### src/serial_port_pkg.sv
/*
  Shared constants of the serial port: register addresses, bit positions,
  reset values, mode codes and divider counts.
  Assumes an 8-bit special-function bus and a CPU clock of 10 MHz.
*/
package serial_port_pkg;

  // ==========================================================
  // Register addresses
  localparam logic [7:0] SERIAL_CTRL_ADDR = 8'h98;
  localparam logic [7:0] SERIAL_BUF_ADDR  = 8'h99;
  localparam logic [7:0] POWER_CTRL_ADDR  = 8'h87;
  localparam logic [7:0] REG_RESET        = 8'h00;

  // ==========================================================
  // Control register bit positions
  localparam int B_MODE_HI = 7;
  localparam int B_MODE_LO = 6;
  localparam int B_MPQ     = 5;
  localparam int B_REN     = 4;
  localparam int B_TX9     = 3;
  localparam int B_RX9     = 2;
  localparam int B_TXDONE  = 1;
  localparam int B_RXDONE  = 0;

  // Power control register bit positions
  localparam int B_BAUD_DOUBLE = 7;
  localparam int B_FRAME_VIEW  = 6;

  // ==========================================================
  // Operating modes
  typedef enum logic [1:0] {
    MODE_SHIFT  = 2'b00,
    MODE_UART8  = 2'b01,
    MODE_UART9F = 2'b10,
    MODE_UART9V = 2'b11
  } mode_t;

  // ==========================================================
  // Timing
  localparam int CLK_HZ         = 10_000_000;
  localparam int SHIFT_DIV      = 6;
  localparam int SHIFT_HALF     = SHIFT_DIV / 2;
  localparam int OVERSAMPLE     = 16;
  localparam logic [3:0] SMP_A  = 4'h6;
  localparam logic [3:0] SMP_B  = 4'h7;
  localparam logic [3:0] SMP_C  = 4'h8;
  localparam logic [3:0] SMP_LAST = 4'hF;
  localparam logic [3:0] BITS_SHIFT = 4'h8;
  localparam logic [3:0] BITS_UART8 = 4'hA;
  localparam logic [3:0] BITS_UART9 = 4'hB;
  localparam logic [3:0] IDX_NINTH  = 4'h9;

endpackage : serial_port_pkg

### src/serial_tx_buffer.sv
/*
  Two-entry buffer with valid and ready on both sides.
  Assumes one clock; the drain side may hold off for any time.
*/
`timescale 1ns/1ps
module serial_tx_buffer #(
  parameter int WIDTH = 9
) (
  input  wire logic             clk,        // CPU clock
  input  wire logic             arst_n,     // Async reset, low
  input  wire logic             in_valid,   // Word offered
  output logic                  in_ready,   // Room for a word
  input  wire logic [WIDTH-1:0] in_data,    // Word in
  output logic                  out_valid,  // Word waiting
  input  wire logic             out_ready,  // Drain takes word
  output logic      [WIDTH-1:0] out_data    // Oldest word
);

  logic [WIDTH-1:0] mem_ff [2];
  logic             wr_ptr_ff;
  logic             rd_ptr_ff;
  logic [1:0]       count_ff;
  wire              push = in_valid && in_ready;
  wire              pop  = out_valid && out_ready;

  assign in_ready  = (count_ff != 2'd2);
  assign out_valid = (count_ff != 2'd0);
  assign out_data  = mem_ff[rd_ptr_ff];

  always_ff @(posedge clk or negedge arst_n) begin
    if (!arst_n) begin
      mem_ff[0] <= '0;
      mem_ff[1] <= '0;
      wr_ptr_ff <= 1'b0;
      rd_ptr_ff <= 1'b0;
      count_ff  <= 2'd0;
    end else begin
      if (push) begin
        mem_ff[wr_ptr_ff] <= in_data;
        wr_ptr_ff         <= ~wr_ptr_ff;
      end
      if (pop) begin
        rd_ptr_ff <= ~rd_ptr_ff;
      end
      count_ff <= count_ff + {1'b0, push} - {1'b0, pop};
    end
  end

endmodule : serial_tx_buffer

### src/serial_baud_gen.sv
/*
  Bit-rate ticks: fixed divide-by-six shift ticks and the
  sixteen-times oversample tick for the UART modes.
  Assumes timer1_ovf is a one-cycle pulse per Timer 1 overflow.
*/
`timescale 1ns/1ps
module serial_baud_gen (
  input  wire logic       clk,         // CPU clock
  input  wire logic       arst_n,      // Async reset, low
  input  wire logic [1:0] mode,        // Operating mode
  input  wire logic       baud_double, // Rate doubling
  input  wire logic       timer1_ovf,  // Timer 1 overflow pulse
  output logic            shift_tick,  // Start of shift bit
  output logic            shift_half,  // Middle of shift bit
  output logic            smp_tick     // Oversample tick
);

  logic [2:0] div6_ff;
  logic       pre_ff;
  wire        fixed_rate = (mode == serial_port_pkg::MODE_UART9F);
  wire        src_pulse  = fixed_rate ? 1'b1 : timer1_ovf;

  // Shift mode: one bit each six clocks, no timer involved
  assign shift_tick = (div6_ff == 3'(serial_port_pkg::SHIFT_DIV - 1));
  assign shift_half = (div6_ff == 3'(serial_port_pkg::SHIFT_HALF - 1));

  // Fixed rate: clk/2 or clk/1 oversample = clk/32 or clk/16 bits
  // Variable rate: overflow/2 or overflow oversample
  assign smp_tick = src_pulse && (baud_double || pre_ff);

  always_ff @(posedge clk or negedge arst_n) begin
    if (!arst_n) begin
      div6_ff <= 3'd0;
      pre_ff  <= 1'b0;
    end else begin
      div6_ff <= shift_tick ? 3'd0 : div6_ff + 3'd1;
      if (src_pulse) begin
        pre_ff <= ~pre_ff;
      end
    end
  end

endmodule : serial_baud_gen

### src/serial_port.sv
/*
  Serial port control, status and framing in four modes, reached on the
  special-function bus, with the serial buffer and power control bits.
  Assumes pins synchronous to clk and a Timer 1 overflow pulse input.
*/
`timescale 1ns/1ps

// Overview of operation
// - Bit 7 shows error flag or mode bit
// - Missing stop bit raises framing error flag
// - Framing error sticks until software clears it
// - Two mode bits select one of four modes
// - Shift mode clocks at CPU clock/6
// - Fixed 9-bit mode: clock/32, or /16 doubled
// - Doubling bit is zero after reset
// - Variable modes use Timer 1 overflow rate
// - Timer 1 any mode; its interrupt kept off
// - Receive enable permits or blocks reception
// - Ninth bit sent; ninth bit received captured
// - 8-bit mode captures stop bit as ninth
// - 9-bit qualified frames need ninth bit one
// - Transmit flag at end or stop start
// - Receive flag at end or mid stop bit
// - Load only if flag clear and qualified
// - Buffer write sends; read returns receive data
// - Reception start conditions per mode
module serial_port (
  input  wire logic       clk,          // CPU clock, 10 MHz
  input  wire logic       arst_n,       // Async reset, low
  input  wire logic [7:0] sfr_addr,     // Register address
  input  wire logic [7:0] sfr_wdata,    // Write data
  input  wire logic       sfr_wr,       // Write strobe
  input  wire logic       sfr_rd,       // Read strobe
  output logic      [7:0] sfr_rdata,    // Read data, next cycle
  output logic            tx_buf_ready, // Transmit buffer has room
  input  wire logic       timer1_ovf,   // Timer 1 overflow pulse
  input  wire logic       rxd_in,       // Receive pin level
  output logic            rxd_out,      // Shift-mode data out
  output logic            rxd_oe,       // Shift-mode data drive
  output logic            txd           // Transmit or shift clock
);

  // ==========================================================
  // Types and state
  typedef enum logic [1:0] {
    TX_IDLE  = 2'b00,
    TX_SHIFT = 2'b01,
    TX_UART  = 2'b10
  } tx_state_t;

  typedef enum logic [1:0] {
    RX_IDLE  = 2'b00,
    RX_SHIFT = 2'b01,
    RX_UART  = 2'b10
  } rx_state_t;

  function automatic logic maj3(input logic a, input logic b,
                                input logic c);
    maj3 = (a & b) | (a & c) | (b & c);
  endfunction : maj3

  logic        mode_hi_ff, mode_lo_ff, mpq_ff, ren_ff, tx9_ff, rx9_ff;
  logic        txdone_ff, rxdone_ff, fe_ff;
  logic        baud_double_ff, frame_view_ff;
  logic [7:0]  rx_buf_ff;
  tx_state_t   tx_state_ff;
  rx_state_t   rx_state_ff;
  logic [10:0] tx_frame_ff;
  logic [3:0]  tx_cnt_ff, tx_div_ff;
  logic [3:0]  rx_cnt_ff, rx_div_ff;
  logic [7:0]  rx_shift_ff;
  logic [1:0]  rx_smp_ff;
  logic        rx_nin_ff, rxd_prev_ff, sclk_ff, txd_ff;
  logic [7:0]  nxt_rdata;
  localparam logic [3:0] REG_HI = serial_port_pkg::REG_RESET[7:4];
  localparam logic [3:0] REG_LO = serial_port_pkg::REG_RESET[3:0];

  // ==========================================================
  // Decode
  wire  [1:0] mode    = {mode_hi_ff, mode_lo_ff};
  wire        m_shift = (mode == serial_port_pkg::MODE_SHIFT);
  wire        m_uart8 = (mode == serial_port_pkg::MODE_UART8);
  wire        wr_ctrl = sfr_wr && (sfr_addr == serial_port_pkg::SERIAL_CTRL_ADDR);
  wire        wr_buf  = sfr_wr && (sfr_addr == serial_port_pkg::SERIAL_BUF_ADDR);
  wire        wr_pwr  = sfr_wr && (sfr_addr == serial_port_pkg::POWER_CTRL_ADDR);
  wire        shift_tick, shift_half, smp_tick;
  wire        buf_valid;
  wire  [8:0] buf_data;
  wire        bit7_view = frame_view_ff ? fe_ff : mode_hi_ff;
  wire  [7:0] ctrl_view = {bit7_view, mode_lo_ff, mpq_ff, ren_ff,
                           tx9_ff, rx9_ff, txdone_ff, rxdone_ff};
  wire  [7:0] pwr_view  = {baud_double_ff, frame_view_ff, 6'b00_0000};

  // ==========================================================
  // Rate ticks and transmit buffer
  serial_baud_gen u_baud (
    .clk         (clk),
    .arst_n      (arst_n),
    .mode        (mode),
    .baud_double (baud_double_ff),
    .timer1_ovf  (timer1_ovf),
    .shift_tick  (shift_tick),
    .shift_half  (shift_half),
    .smp_tick    (smp_tick)
  );

  // Buffer write queues a byte with the current ninth bit
  wire tx_take = (tx_state_ff == TX_IDLE) && buf_valid &&
                 (!m_shift || (shift_tick && rx_state_ff == RX_IDLE));

  serial_tx_buffer #(.WIDTH(9)) u_txbuf (
    .clk       (clk),
    .arst_n    (arst_n),
    .in_valid  (wr_buf),
    .in_ready  (tx_buf_ready),
    .in_data   ({tx9_ff, sfr_wdata}),
    .out_valid (buf_valid),
    .out_ready (tx_take),
    .out_data  (buf_data)
  );

  // ==========================================================
  // Transmit
  wire [3:0] tx_bits = m_uart8 ? serial_port_pkg::BITS_UART8
                               : serial_port_pkg::BITS_UART9;
  wire tx_roll  = smp_tick && (tx_div_ff == serial_port_pkg::SMP_LAST);
  wire tx_sh_end = (tx_state_ff == TX_SHIFT) && shift_tick &&
                   (tx_cnt_ff == serial_port_pkg::BITS_SHIFT - 4'd1);
  wire tx_stop_go = (tx_state_ff == TX_UART) && tx_roll &&
                    (tx_cnt_ff == tx_bits - 4'd2);
  wire tx_set   = tx_sh_end || tx_stop_go;

  always_ff @(posedge clk or negedge arst_n) begin
    if (!arst_n) begin
      tx_state_ff <= TX_IDLE;
      tx_frame_ff <= 11'h7FF;
      tx_cnt_ff   <= 4'd0;
      tx_div_ff   <= 4'd0;
    end else begin
      unique case (tx_state_ff)
        TX_IDLE: begin
          tx_cnt_ff <= 4'd0;
          tx_div_ff <= 4'd0;
          if (tx_take) begin
            tx_state_ff <= m_shift ? TX_SHIFT : TX_UART;
            // Ninth slot holds the stop bit in 8-bit mode
            tx_frame_ff <= m_shift ? {3'b111, buf_data[7:0]}
                         : {1'b1, (m_uart8 | buf_data[8]),
                            buf_data[7:0], 1'b0};
          end
        end
        TX_SHIFT: begin
          if (shift_tick) begin
            tx_frame_ff <= {1'b1, tx_frame_ff[10:1]};
            tx_cnt_ff   <= tx_cnt_ff + 4'd1;
            if (tx_sh_end) begin
              tx_state_ff <= TX_IDLE;
            end
          end
        end
        TX_UART: begin
          if (smp_tick) begin
            tx_div_ff <= tx_div_ff + 4'd1;
          end
          if (tx_roll) begin
            tx_frame_ff <= {1'b1, tx_frame_ff[10:1]};
            tx_cnt_ff   <= tx_cnt_ff + 4'd1;
            if (tx_cnt_ff == tx_bits - 4'd1) begin
              tx_state_ff <= TX_IDLE;
            end
          end
        end
        default: tx_state_ff <= TX_IDLE;
      endcase
    end
  end

  // ==========================================================
  // Receive
  wire rx_fall  = rxd_prev_ff && !rxd_in;
  wire rx_sh_go = m_shift && ren_ff && !rxdone_ff &&
                  (tx_state_ff == TX_IDLE) && !buf_valid && shift_tick;
  wire rx_ua_go = !m_shift && ren_ff && rx_fall;
  wire rx_dec   = (rx_state_ff == RX_UART) && smp_tick &&
                  (rx_div_ff == serial_port_pkg::SMP_C);
  wire rx_bit   = maj3(rx_smp_ff[1], rx_smp_ff[0], rxd_in);
  wire rx_last  = m_uart8 ? (rx_cnt_ff == serial_port_pkg::IDX_NINTH)
                          : (rx_cnt_ff == serial_port_pkg::BITS_UART9 - 4'd1);
  wire rx_stop  = rx_dec && rx_last;
  wire rx_nin_v = m_uart8 ? rx_bit : rx_nin_ff;
  // Qualified load: flag clear and, if qualifying, ninth bit one
  wire rx_ok    = !rxdone_ff && (!mpq_ff || rx_nin_v);
  wire rx_sh_end = (rx_state_ff == RX_SHIFT) && shift_tick &&
                   (rx_cnt_ff == serial_port_pkg::BITS_SHIFT);
  wire rx_set   = rx_sh_end || (rx_stop && rx_ok);
  wire fe_set   = rx_stop && !rx_bit;

  always_ff @(posedge clk or negedge arst_n) begin
    if (!arst_n) begin
      rx_state_ff <= RX_IDLE;
      rx_cnt_ff   <= 4'd0;
      rx_div_ff   <= 4'd0;
      rx_shift_ff <= 8'h00;
      rx_smp_ff   <= 2'b11;
      rx_nin_ff   <= 1'b0;
      rxd_prev_ff <= 1'b1;
    end else begin
      rxd_prev_ff <= rxd_in;
      unique case (rx_state_ff)
        RX_IDLE: begin
          rx_cnt_ff <= 4'd0;
          rx_div_ff <= 4'd0;
          if (rx_sh_go) begin
            rx_state_ff <= RX_SHIFT;
          end else if (rx_ua_go) begin
            rx_state_ff <= RX_UART;
          end
        end
        RX_SHIFT: begin
          if (shift_half) begin
            rx_shift_ff <= {rxd_in, rx_shift_ff[7:1]};
            rx_cnt_ff   <= rx_cnt_ff + 4'd1;
          end
          if (rx_sh_end) begin
            rx_state_ff <= RX_IDLE;
          end
        end
        RX_UART: begin
          if (smp_tick) begin
            rx_div_ff <= rx_div_ff + 4'd1;
            if (rx_div_ff == serial_port_pkg::SMP_A) begin
              rx_smp_ff[1] <= rxd_in;
            end
            if (rx_div_ff == serial_port_pkg::SMP_B) begin
              rx_smp_ff[0] <= rxd_in;
            end
            if (rx_div_ff == serial_port_pkg::SMP_LAST) begin
              rx_cnt_ff <= rx_cnt_ff + 4'd1;
            end
          end
          if (rx_dec) begin
            if (rx_cnt_ff == 4'd0 && rx_bit) begin
              rx_state_ff <= RX_IDLE;
            end else if (rx_last) begin
              rx_state_ff <= RX_IDLE;
            end else if (rx_cnt_ff == serial_port_pkg::IDX_NINTH) begin
              rx_nin_ff <= rx_bit;
            end else if (rx_cnt_ff != 4'd0) begin
              rx_shift_ff <= {rx_bit, rx_shift_ff[7:1]};
            end
          end
        end
        default: rx_state_ff <= RX_IDLE;
      endcase
    end
  end

  // ==========================================================
  // Pins
  wire sh_busy = (tx_state_ff == TX_SHIFT) || (rx_state_ff == RX_SHIFT);
  wire sh_fall = shift_tick && ((tx_take && m_shift) || rx_sh_go ||
                 (sh_busy && !tx_sh_end && !rx_sh_end));
  always_ff @(posedge clk or negedge arst_n) begin
    if (!arst_n) begin
      sclk_ff <= 1'b1;
      txd_ff  <= 1'b1;
    end else begin
      if (sh_fall) begin
        sclk_ff <= 1'b0;
      end else if (shift_half || !sh_busy) begin
        sclk_ff <= 1'b1;
      end
      txd_ff <= (tx_state_ff == TX_UART) ? tx_frame_ff[0] : 1'b1;
    end
  end

  assign txd     = m_shift ? sclk_ff : txd_ff;
  assign rxd_out = tx_frame_ff[0];
  assign rxd_oe  = (tx_state_ff == TX_SHIFT);

  // ==========================================================
  // Registers
  always_ff @(posedge clk or negedge arst_n) begin
    if (!arst_n) begin
      {mode_hi_ff, mode_lo_ff, mpq_ff, ren_ff} <= REG_HI;
      {tx9_ff, rx9_ff, txdone_ff, rxdone_ff}   <= REG_LO;
      fe_ff          <= 1'b0;
      baud_double_ff <= 1'b0;
      frame_view_ff  <= 1'b0;
      rx_buf_ff      <= serial_port_pkg::REG_RESET;
      sfr_rdata      <= serial_port_pkg::REG_RESET;
    end else begin
      if (wr_ctrl) begin
        if (!frame_view_ff) begin
          mode_hi_ff <= sfr_wdata[serial_port_pkg::B_MODE_HI];
        end
        mode_lo_ff <= sfr_wdata[serial_port_pkg::B_MODE_LO];
        mpq_ff     <= sfr_wdata[serial_port_pkg::B_MPQ];
        ren_ff     <= sfr_wdata[serial_port_pkg::B_REN];
        tx9_ff     <= sfr_wdata[serial_port_pkg::B_TX9];
      end
      if (wr_pwr) begin
        baud_double_ff <= sfr_wdata[serial_port_pkg::B_BAUD_DOUBLE];
        frame_view_ff  <= sfr_wdata[serial_port_pkg::B_FRAME_VIEW];
      end
      // Hardware set wins over a same-cycle software write
      fe_ff <= fe_set ||
               ((wr_ctrl && frame_view_ff) ?
                sfr_wdata[serial_port_pkg::B_MODE_HI] : fe_ff);
      txdone_ff <= tx_set || (wr_ctrl ?
                   sfr_wdata[serial_port_pkg::B_TXDONE] : txdone_ff);
      rxdone_ff <= rx_set || (wr_ctrl ?
                   sfr_wdata[serial_port_pkg::B_RXDONE] : rxdone_ff);
      if (rx_set) begin
        rx_buf_ff <= rx_shift_ff;
      end
      if (rx_stop && rx_ok) begin
        rx9_ff <= rx_nin_v;
      end else if (wr_ctrl) begin
        rx9_ff <= sfr_wdata[serial_port_pkg::B_RX9];
      end
      if (sfr_rd) begin
        sfr_rdata <= nxt_rdata;
      end
    end
  end

  // Read mux; unmapped addresses read as zero
  always_comb begin
    unique case (sfr_addr)
      serial_port_pkg::SERIAL_CTRL_ADDR: nxt_rdata = ctrl_view;
      serial_port_pkg::SERIAL_BUF_ADDR:  nxt_rdata = rx_buf_ff;
      serial_port_pkg::POWER_CTRL_ADDR:  nxt_rdata = pwr_view;
      default:                           nxt_rdata = 8'h00;
    endcase
  end

endmodule : serial_port

### config.mk
export PLATFORM = sky130hd
export DESIGN_NAME = serial_port
export DESIGN_NICKNAME = d
export VERILOG_FILES = /design/src/serial_port_pkg.sv /design/src/serial_tx_buffer.sv /design/src/serial_baud_gen.sv /design/src/serial_port.sv
export SDC_FILE = /design/constraint.sdc
export NUM_CORES = 1
export LEC_CHECK = 0
export ABC_AREA = 1
export BUFFER_PORTS_ARGS = -buffer_cell sky130_fd_sc_hd__buf_2
export CAP_MARGIN = 20
export CORE_ASPECT_RATIO = 1.25
export CORE_MARGIN = 4
export CORE_UTILIZATION = 30
export CTS_CLUSTER_DIAMETER = 50
export DETAILED_ROUTE_END_ITERATION = 8
export GPL_TIMING_DRIVEN = 0
export PLACE_DENSITY = 0.46
export SLEW_MARGIN = 5
export SYNTH_ARGS = -nofsm -noshare
export SYNTH_HDL_FRONTEND = slang
export SYNTH_SLANG_ARGS = --single-unit
### constraint.sdc
create_clock -name clk -period 2.5 [get_ports clk]
set_input_delay 0.125 -clock clk [delete_from_list [all_inputs] [get_ports clk]]
set_output_delay 0.125 -clock clk [all_outputs]
set_load 0.005 [all_outputs]
==> results of run 1 <==
## worst register-to-register path: stages, from the launching register on
cell and delay [ns]:
sky130_fd_sc_hd__dfrtp_1 0.41, sky130_fd_sc_hd__inv_1 0.08, sky130_fd_sc_hd__ha_1 0.19, sky130_fd_sc_hd__inv_1 0.14
sky130_fd_sc_hd__o21ai_1 0.09, sky130_fd_sc_hd__nand2_1 0.20, sky130_fd_sc_hd__inv_1 0.07, sky130_fd_sc_hd__ha_1 0.28
sky130_fd_sc_hd__inv_1 0.04, sky130_fd_sc_hd__ha_1 0.18, sky130_fd_sc_hd__xnor2_1 0.18, sky130_fd_sc_hd__xor2_1 0.15
## worst max-delay path by stage
stage                                      to  cells after the start  slack (ns)
after global routing      u_txbuf.count_ff[1]                     11        0.26
after floorplan           u_txbuf.count_ff[1]                     11        0.71
after detailed placement  u_txbuf.count_ff[1]                     11        0.42
after global placement           sfr_rdata[5]                      1        0.18
after CTS                 u_txbuf.count_ff[1]                     11        0.39
final                     u_txbuf.count_ff[1]                     11        0.41
## state kept, by name (all words and copies together), names as in the netlist, 2 cells and up
name	count
sfr_rdata	8
rx_div_ff	4
u_txbuf.mem_ff	18
tx_state_ff	2
tx_frame_ff	10
rx_shift_ff	8
rx_smp_ff	2
rx_state_ff	2
rx_buf_ff	8
rx_cnt_ff	4
tx_cnt_ff	4
tx_div_ff	4
u_txbuf.count_ff	2
u_baud.div6_ff	3
## cell usage after synthesis, types with 6 or more instances
cell type / number
sky130_fd_sc_hd__xor2_1: 9
sky130_fd_sc_hd__dfrtp_1: 82
sky130_fd_sc_hd__a21oi_1: 10
sky130_fd_sc_hd__nand4_1: 9
sky130_fd_sc_hd__ha_1: 19
sky130_fd_sc_hd__nand3_1: 50
sky130_fd_sc_hd__o21ai_0: 38
sky130_fd_sc_hd__buf_6: 6
sky130_fd_sc_hd__nand2_1: 226
sky130_fd_sc_hd__o21ai_2: 28
sky130_fd_sc_hd__dfstp_2: 15
sky130_fd_sc_hd__nor2_1: 21
sky130_fd_sc_hd__o21ai_1: 10
sky130_fd_sc_hd__inv_1: 76
## final cells by class
| cell class | instances | area [sq um] | area share |
|---|---|---|---|
| buffer | 14 | 101 | 0.0169 |
| clock buffer | 12 | 236 | 0.0394 |
| clock inverter | 4 | 30.0 | 0.00501 |
| inverter | 80 | 300 | 0.0501 |
| multi-input combinational | 460 | 2390 | 0.399 |
| sequential | 97 | 2450 | 0.408 |
| tap | 220 | 275 | 0.0459 |
| timing repair buffer | 35 | 210 | 0.0351 |
## per-stage QoR
stage,hold slack (ns),util,worst slack [ns]
2_1_floorplan,-0.171,-,0.714
3_3_place_gp,0.267,0.334,0.183
3_5_place_dp,0.127,0.336,0.416
4_1_cts,0.0561,0.353,0.387
5_1_grt,0.0678,0.353,0.265
6_report,0.0632,0.353,0.414
## per-layer routing
metal | vias to the layer above | wire length, um | track usage
met4 | 0 | 240 | 0.0542
met1 | 2025 | 5880 | 0.167
met5 | - | 0 | 0
met2 | 37 | 6530 | 0.241
li1 | 2186 | - | -
met3 | 14 | 224 | 0.0192
## power groups by stage
stage                     clock, mW  sequential [mW]  combinational (mW)
after CTS                      1.33             2.04                1.74
after detailed placement          0             2.07                1.72
final                          1.28             2.04                1.70
after global placement            0             2.05                1.69
after floorplan                   0             2.02                1.29
after global routing           1.39             2.07                1.94
## timing repair
action | CTS | global route
hold buffers | 2 | 0
setup buffers | 0 | 0
hold endpoints to repair | 25 | 0
## cell families (layout without fill, tap and decap cells)
kind of cell | Yosys count | count (layout) | share of synthesized area
mux | 1 | 1 | 0.00191
xor+xnor | 12 | 12 | 0.0200
flops | 97 | 97 | 0.467
compound gates | 96 | 96 | 0.115
simple gates | 332 | 332 | 0.274
fa+ha+maj | 19 | 19 | 0.0453
buf+inv | 94 | 145 | 0.0766
## cell usage in the layout (no fill, tap or decap), types with 2 or more instances in the layout
cell / netlist / final
sky130_fd_sc_hd__dfstp_2: 15 / 15
sky130_fd_sc_hd__xnor2_1: 3 / 3
sky130_fd_sc_hd__nand2_2: 5 / 5
sky130_fd_sc_hd__inv_1: 76 / 76
sky130_fd_sc_hd__buf_6: 6 / 6
sky130_fd_sc_hd__xor2_1: 9 / 9
sky130_fd_sc_hd__o21ai_2: 28 / 28
sky130_fd_sc_hd__a21oi_1: 10 / 10
sky130_fd_sc_hd__o22ai_1: 2 / 2
sky130_fd_sc_hd__a31oi_1: 5 / 5
sky130_fd_sc_hd__clkbuf_1: 5 / 8
sky130_fd_sc_hd__clkinv_4: 0 / 2
sky130_fd_sc_hd__o21ai_0: 38 / 38
sky130_fd_sc_hd__o21ai_1: 10 / 10
sky130_fd_sc_hd__inv_2: 2 / 2
sky130_fd_sc_hd__nand3_2: 2 / 2
sky130_fd_sc_hd__or2_2: 2 / 2
sky130_fd_sc_hd__nor3_1: 5 / 5
sky130_fd_sc_hd__clkinv_1: 2 / 2
sky130_fd_sc_hd__nand2_4: 4 / 4
sky130_fd_sc_hd__dfrtp_1: 82 / 82
sky130_fd_sc_hd__nand3_1: 50 / 50
sky130_fd_sc_hd__nor2_1: 21 / 21
sky130_fd_sc_hd__nand2_1: 226 / 226
sky130_fd_sc_hd__nor2_2: 2 / 2
sky130_fd_sc_hd__ha_1: 19 / 19
sky130_fd_sc_hd__nand4_1: 9 / 9
sky130_fd_sc_hd__dlygate4sd3_1: 0 / 2
sky130_fd_sc_hd__buf_2: 3 / 34
sky130_fd_sc_hd__clkbuf_16: 0 / 9
==> key figures, run 1 <==
Pwr
  • IR drop worst, VDD: between 0.0003 and 0.0004 V
  • Portion of total power attributed to sequential cells: 0.405
  • PnR Total Power: 5.03 mW
  • Psw: about 1.9 mW
  • Power density over cell area: between 800 and 900 nW/um^2
  • Leak Pwr: 3.01 nW
  • Cell-internal power: between 3 and 4 mW
  • Clk network pwr share: 0.256
  • Switching share of power: 0.377
  • Part of the total power dissipated in combinational logic: 0.339

Placed design
  • Final Wtd Congestion: between 0.7 and 0.8
  • Placed inst area: approximately 5700 sq um
  • Post-DP HPWL: about 9700 um
  • Placed cell count: about 900
  • Count of buffers inserted at the top-level ports: 32

Die
  • Area of the core region: 17000 sq um
  • Area enclosed by the die boundary: ~20000 sq um
  • Initial core utilization: 0.309
  • Floorplan row count: 53
  • Width of the die: approximately 130 um
  • Count of pins on the block boundary: 34
  • Die height: between 150 and 200 um

Clocking
  • Post_cts resized: 0
  • Num CTS Buffers: 9
  • Sink count of the clock tree: just under 100
  • Clock root buffer master: sky130_fd_sc_hd__clkbuf_16
  • CTS Buffer Depth: 2
  • H-tree lvl count: 3
  • Clock Pin Slew Worst Setup and Hold Paths: 0.07 ns
  • Clock tree from TritonCTS: yes
  • Insertion delay of the later-clocked pin in the worst-skew pair: 0.35 ns

Yosys
  • Yosys warnings: 0
  • Part of the Yosys area used for sequential elements: 0.467
  • Net Count, Synth: between 600 and 700
  • Post-synthesis area per instance: a little over 8 sq um
  • Synth top area cells: sky130_fd_sc_hd__dfrtp_1 39%, sky130_fd_sc_hd__nand2_1 16%, sky130_fd_sc_hd__dfstp_2 7.5%, sky130_fd_sc_hd__inv_1 5.4%, sky130_fd_sc_hd__nand3_1 4.8%
  • Fraction of synthesis flops using an asynchronous set or reset pin: 1.00
  • Synth Cell Area: between 5000 and 6000 sq um
  • Top_reg_cell synth: sky130_fd_sc_hd__dfrtp_1
  • Flop and latch count out of synthesis: 97
  • Post-synth top area share: 0.391
  • Top cell type by total area after synthesis: sky130_fd_sc_hd__dfrtp_1
  • Count of flip-flops with a built-in enable after synthesis: 0
  • Post-synth cell types: 37
  • Gate count after technology mapping: 651

STA
  • Pin slew with the least headroom to its limit: 0.584 ns
  • Number of failing setup endpoints in the final timing report: 0
  • Number of hold violations in the final report: 0
  • F_max: approximately 480 MHz
  • Total negative slack for setup checks: 0 ns
  • Tmin final: around 2.1 ns
  • Clk_skew: about 0.0083 ns
  • Setup repair after global routing missed its margin: false
  • Final cycle utilization of the critical path: 0.834
  • Relative max-transition margin: 0.607
  • Final number of max-transition violations: 0

Hold path
  • Hold depth: 3
  • Worst min-delay path class: in2reg
  • Hold worst-path end: u_txbuf.mem_ff[12]
  • Worst hold path startpoint: sfr_wdata[3]

Global route
  • Number of antenna violations at the first check in global routing: 0
  • First-pass GRT wire length: ~22000 um
  • Largest net degree at the start of global routing: 66
  • Via count of the first global-routing pass: around 4300
  • GRT Resource Usage Total: 0.136
  • Total global routing overflow: 0

Finish
  • Fill cell total of the finished layout: around 1900
  • Final Net Count: roughly 740
  • Antenna cell count: 0
  • Final instance area: 5990 sq um
  • P&R area growth vs syn: 14.3%
  • Fraction of final layout cells sized beyond drive strength 1: 0.170
  • Post-route insts no fill: slightly above 900

Critical path
  • Worst r2r dst: u_txbuf.count_ff[1]
  • Critical path endpoint category: register
  • Register-to-register setup slack: a little over 0.4 ns
  • Critical path peak fanout: 4
  • Crit path top cell by count: sky130_fd_sc_hd__inv_1
  • Chain of cells forming the critical path: inv_1 -> ha_1 -> inv_1 -> o21ai_1 -> nand2_1 -> inv_1 -> ha_1 -> inv_1 -> ha_1 -> xnor2_1 -> xor2_1
  • Dominant delay contributor by cell family on the critical path: adder cells
  • Startpoint of the most critical register-to-register path: rx_state_ff[1]
  • Required arrival time at the worst endpoint: 2.77 ns
  • Crit path from: rx_state_ff[1]
  • Critical path type: reg2reg
  • Data arrival, critical path: between 2 and 2.5 ns
  • Cell type of the slowest stage on the worst timing path: sky130_fd_sc_hd__dfrtp_1
  • Number of cells on the worst reg-to-reg path: 11
  • Worst stage delay on the critical path: around 0.4 ns
  • Crit path buf inv count: 4
  • Critical path startpoint category: register

Route
  • Vias per inst: 4.62
  • Drt first pass iters: 4
  • Final routed DRC violation total: 0
  • Antenna viol nets, final: 0
  • Final wirelength: about 13000 um
  • Average wire per cell in the routed design: 14.0 um
  • Overall via count from detail_route: approximately 4300
  • Iteration-0 DRC count of the detailed router: about 250

Run status
  • Result of the run: complete, no violations

Run
  • Max-capacitance violation count: 0
(Power assumes the default switching activity.)
==> run 2: changes to the inputs <==
==> constraint.sdc (replaced) <==
create_clock -name clk -period 2.1 [get_ports clk]
set_input_delay 0.105 -clock clk [delete_from_list [all_inputs] [get_ports clk]]
set_output_delay 0.105 -clock clk [all_outputs]
set_load 0.005 [all_outputs]
==> run 2 against run 1 <==
Against the previous run: final area grew 0.42%; critical endpoint unchanged; highest routed layer unchanged; sequential share of layout area shrank 0.17 points; combinational power grew 23%; critical path type unchanged; power grew 20%.
==> key figures, run 2 (same netlist as run 1, synthesis figures left out) <==
Run status
  • Result of the run: complete, no violations (unchanged)

Finish
  • Most frequent standard cell in the layout excluding fill and tap cells: sky130_fd_sc_hd__nand2_1 (unchanged)
  • Fill cell total of the finished layout: 1851 (was 1855)
  • P&R area growth vs syn: 14.8% (was 14.3%)
  • Area of combinational cells with multiple inputs: 2400 sq um (was 2390 sq um)
  • Core utilization of the finished layout: 0.355 (was 0.353)
  • Fraction of final layout cells sized beyond drive strength 1: 0.176 (was 0.170)
  • Registers with the most flip-flops: u_txbuf.mem_ff: 18 flops, tx_frame_ff: 10 flops (unchanged)
  • Most flops, register: u_txbuf.mem_ff (unchanged)
  • Sequential cell area: 2450 sq um (unchanged)
  • Commonest non-fill, non-tap cells in the layout: 225 x sky130_fd_sc_hd__nand2_1, 82 x sky130_fd_sc_hd__dfrtp_1, 75 x sky130_fd_sc_hd__inv_1 (was 226 x sky130_fd_sc_hd__nand2_1, 82 x sky130_fd_sc_hd__dfrtp_1, 76 x sky130_fd_sc_hd__inv_1)
  • Max FFs per register: 18 (unchanged)
  • Final Net Count: 741 (was 738)
  • Antenna cell count: 0 (unchanged)

STA
  • Number of hold violations in the final report: 0 (unchanged)
  • Clk_skew: 0.00857 ns (was 0.00830 ns)
  • Pin slew with the least headroom to its limit: 0.588 ns (was 0.584 ns)
  • Minimum hold slack: 0.0435 ns (was 0.0632 ns)
  • Relative max-transition margin: 0.604 (was 0.607)
  • F_max: 507 MHz (was 479 MHz)
  • Final cycle utilization of the critical path: 0.940 (was 0.834)
  • Final number of max-transition violations: 0 (unchanged)
  • Number of failing setup endpoints in the final timing report: 0 (unchanged)
  • Setup repair after global routing missed its margin: false (unchanged)
  • Tmin final: 1.97 ns (was 2.09 ns)

Placed design
  • Final Wtd Congestion: 0.796 (unchanged)
  • Post-DP HPWL: 9650 um (unchanged)
  • Count of buffers inserted at the top-level ports: 32 (unchanged)

Global route
  • Largest net degree at the start of global routing: 66 (unchanged)
  • GRT Resource Usage Total: 0.136 (unchanged)
  • First-pass GRT wire length: 21500 um (unchanged)
  • Via count of the first global-routing pass: 4327 (unchanged)
  • Total global routing overflow: 0 (unchanged)
  • Number of antenna violations at the first check in global routing: 0 (unchanged)

Pwr
  • IR drop worst, VDD: 0.000433 V (was 0.000363 V)
  • Leak Pwr: 3.03 nW (was 3.01 nW)
  • Power density over cell area: 1000 nW/um^2 (was 838 nW/um^2)

Critical path
  • Cell type of the slowest stage on the worst timing path: sky130_fd_sc_hd__dfrtp_1 (unchanged)
  • Chain of cells forming the critical path: inv_1 -> ha_1 -> inv_2 -> o21ai_1 -> nand2_2 -> inv_1 -> ha_1 -> inv_1 -> ha_1 -> xnor2_1 -> xor2_1 (was inv_1 -> ha_1 -> inv_1 -> o21ai_1 -> nand2_1 -> inv_1 -> ha_1 -> inv_1 -> ha_1 -> xnor2_1 -> xor2_1)
  • Worst stage delay on the critical path: 0.40 ns (was 0.41 ns)
  • Number of cells on the worst reg-to-reg path: 11 (unchanged)
  • Critical path peak fanout: 4 (unchanged)
  • Critical path type: reg2reg (unchanged)
  • Startpoint of the most critical register-to-register path: rx_state_ff[1] (unchanged)
  • Critical path endpoint category: register (unchanged)
  • Required arrival time at the worst endpoint: 2.37 ns (was 2.77 ns)
  • Worst r2r dst: u_txbuf.count_ff[1] (unchanged)
  • Data arrival, critical path: 2.25 ns (was 2.36 ns)
  • Critical path startpoint category: register (unchanged)
  • Register-to-register setup slack: 0.13 ns (was 0.41 ns)

Clocking
  • Sink count of the clock tree: 97 (unchanged)
  • Clock Pin Slew Worst Setup and Hold Paths: 0.07 ns (about the same)
  • Clock root buffer master: sky130_fd_sc_hd__clkbuf_16 (unchanged)
  • Num CTS Buffers: 9 (unchanged)
  • Insertion delay of the later-clocked pin in the worst-skew pair: 0.35 ns (about the same)
  • Clock tree from TritonCTS: yes (unchanged)
  • H-tree lvl count: 3 (unchanged)
  • CTS Buffer Depth: 2 (unchanged)

Die
  • Count of pins on the block boundary: 34 (unchanged)
  • Area enclosed by the die boundary: 19700 sq um (unchanged)
  • Width of the die: 126 um (unchanged)
  • Initial core utilization: 0.309 (unchanged)
  • Die height: 156 um (unchanged)
  • Floorplan row count: 53 (unchanged)
  • Area of the core region: 17000 sq um (unchanged)

Route
  • Final wirelength: 12900 um (about the same)
  • Average wire per cell in the routed design: 14.0 um (about the same)
  • Wire length on met3: 210 um (was 224 um)
  • Vias per inst: 4.61 (was 4.62)
  • Overall via count from detail_route: 4266 (was 4262)
  • Detailed-routed wire length on met2: 6560 um (was 6530 um)
  • Drt first pass iters: 4 (unchanged)
  • Iteration-0 DRC count of the detailed router: 252 (unchanged)
  • Highest metal used: met4 (unchanged)
  • Final routed DRC violation total: 0 (unchanged)
  • Routed met1 length: 5920 um (was 5880 um)
  • Antenna viol nets, final: 0 (unchanged)

Hold path
  • Worst min-delay path class: in2reg (unchanged)
  • Worst hold path startpoint: sfr_wdata[3] (unchanged)
  • Hold depth: 3 (unchanged)
  • Hold worst-path end: u_txbuf.mem_ff[12] (unchanged)

Run
  • Max-capacitance violation count: 0 (unchanged)
run 2: how the worst max path moves through the flow:
stage          slack, ns            from  cells past startpoint                   to
3_5_place_dp        0.02  rx_state_ff[1]                     11  u_txbuf.count_ff[1]
2_1_floorplan       0.31  rx_state_ff[0]                     11  u_txbuf.count_ff[1]
5_1_grt           0.0006  rx_state_ff[0]                     11  u_txbuf.count_ff[1]
3_3_place_gp       -0.20          arst_n                      1         sfr_rdata[5]
6_report            0.13  rx_state_ff[1]                     11  u_txbuf.count_ff[1]
4_1_cts             0.06  rx_state_ff[1]                     11  u_txbuf.count_ff[1]
run 2: critical path: cells and delay by family (launching register included):
family          cells  cell delay (ns)
flops               1             0.40
compound gates      1             0.09
fa+ha+maj           3             0.66
buf+inv             4             0.28
simple gates        1             0.15
xor+xnor            2             0.33
run 2: timing repair:
action / 4_1_cts / 5_1_grt
gates resized for setup: 1 / 1
endpoints found under the hold margin: 25 / 0
setup endpoints to repair: 1 / 1
pin swaps: 0 / 1
cloned: 0 / 0
hold buffers: 2 / 0
setup buffers: 0 / 3
run 2: power breakdown:
group | switching [mW] | leakage, nW | internal, mW
Clock | 0.728 | 0.127 | 0.808
Combinational | 1.35 | 1.64 | 0.738
Sequential | 0.206 | 1.26 | 2.22
Total | 2.28 | 3.03 | 3.76
run 2: layer usage:
layer	vias up	global-route usage
met5	-	0
met4	0	0.0542
met3	14	0.0192
met2	35	0.241
met1	2026	0.167
li1	2191	-
run 2: final cells by class:
cell class | count | area share
Clock buffer | 12 | 0.0393
Multi-Input combinational cell | 460 | 0.398
Buffer | 14 | 0.0168
Tap cell | 220 | 0.0457
Inverter | 80 | 0.0499
Sequential cell | 97 | 0.406
Timing Repair Buffer | 38 | 0.0387
Clock inverter | 4 | 0.00499
run 2: per-stage QoR:
stage                     instance area, sq um  instances  setup slack (ns)  TNS (ns)  power [mW]
after floorplan                           5240        651             0.314         0        3.93
after global placement                    5680        903            -0.197    -15.64        4.45
after detailed placement                  5710        904            0.0157         0        4.51
after CTS                                 6000        922            0.0611         0        6.08
after global routing                      6020        925          0.000559         0        6.49
final                                     6020        925             0.126         0        6.04
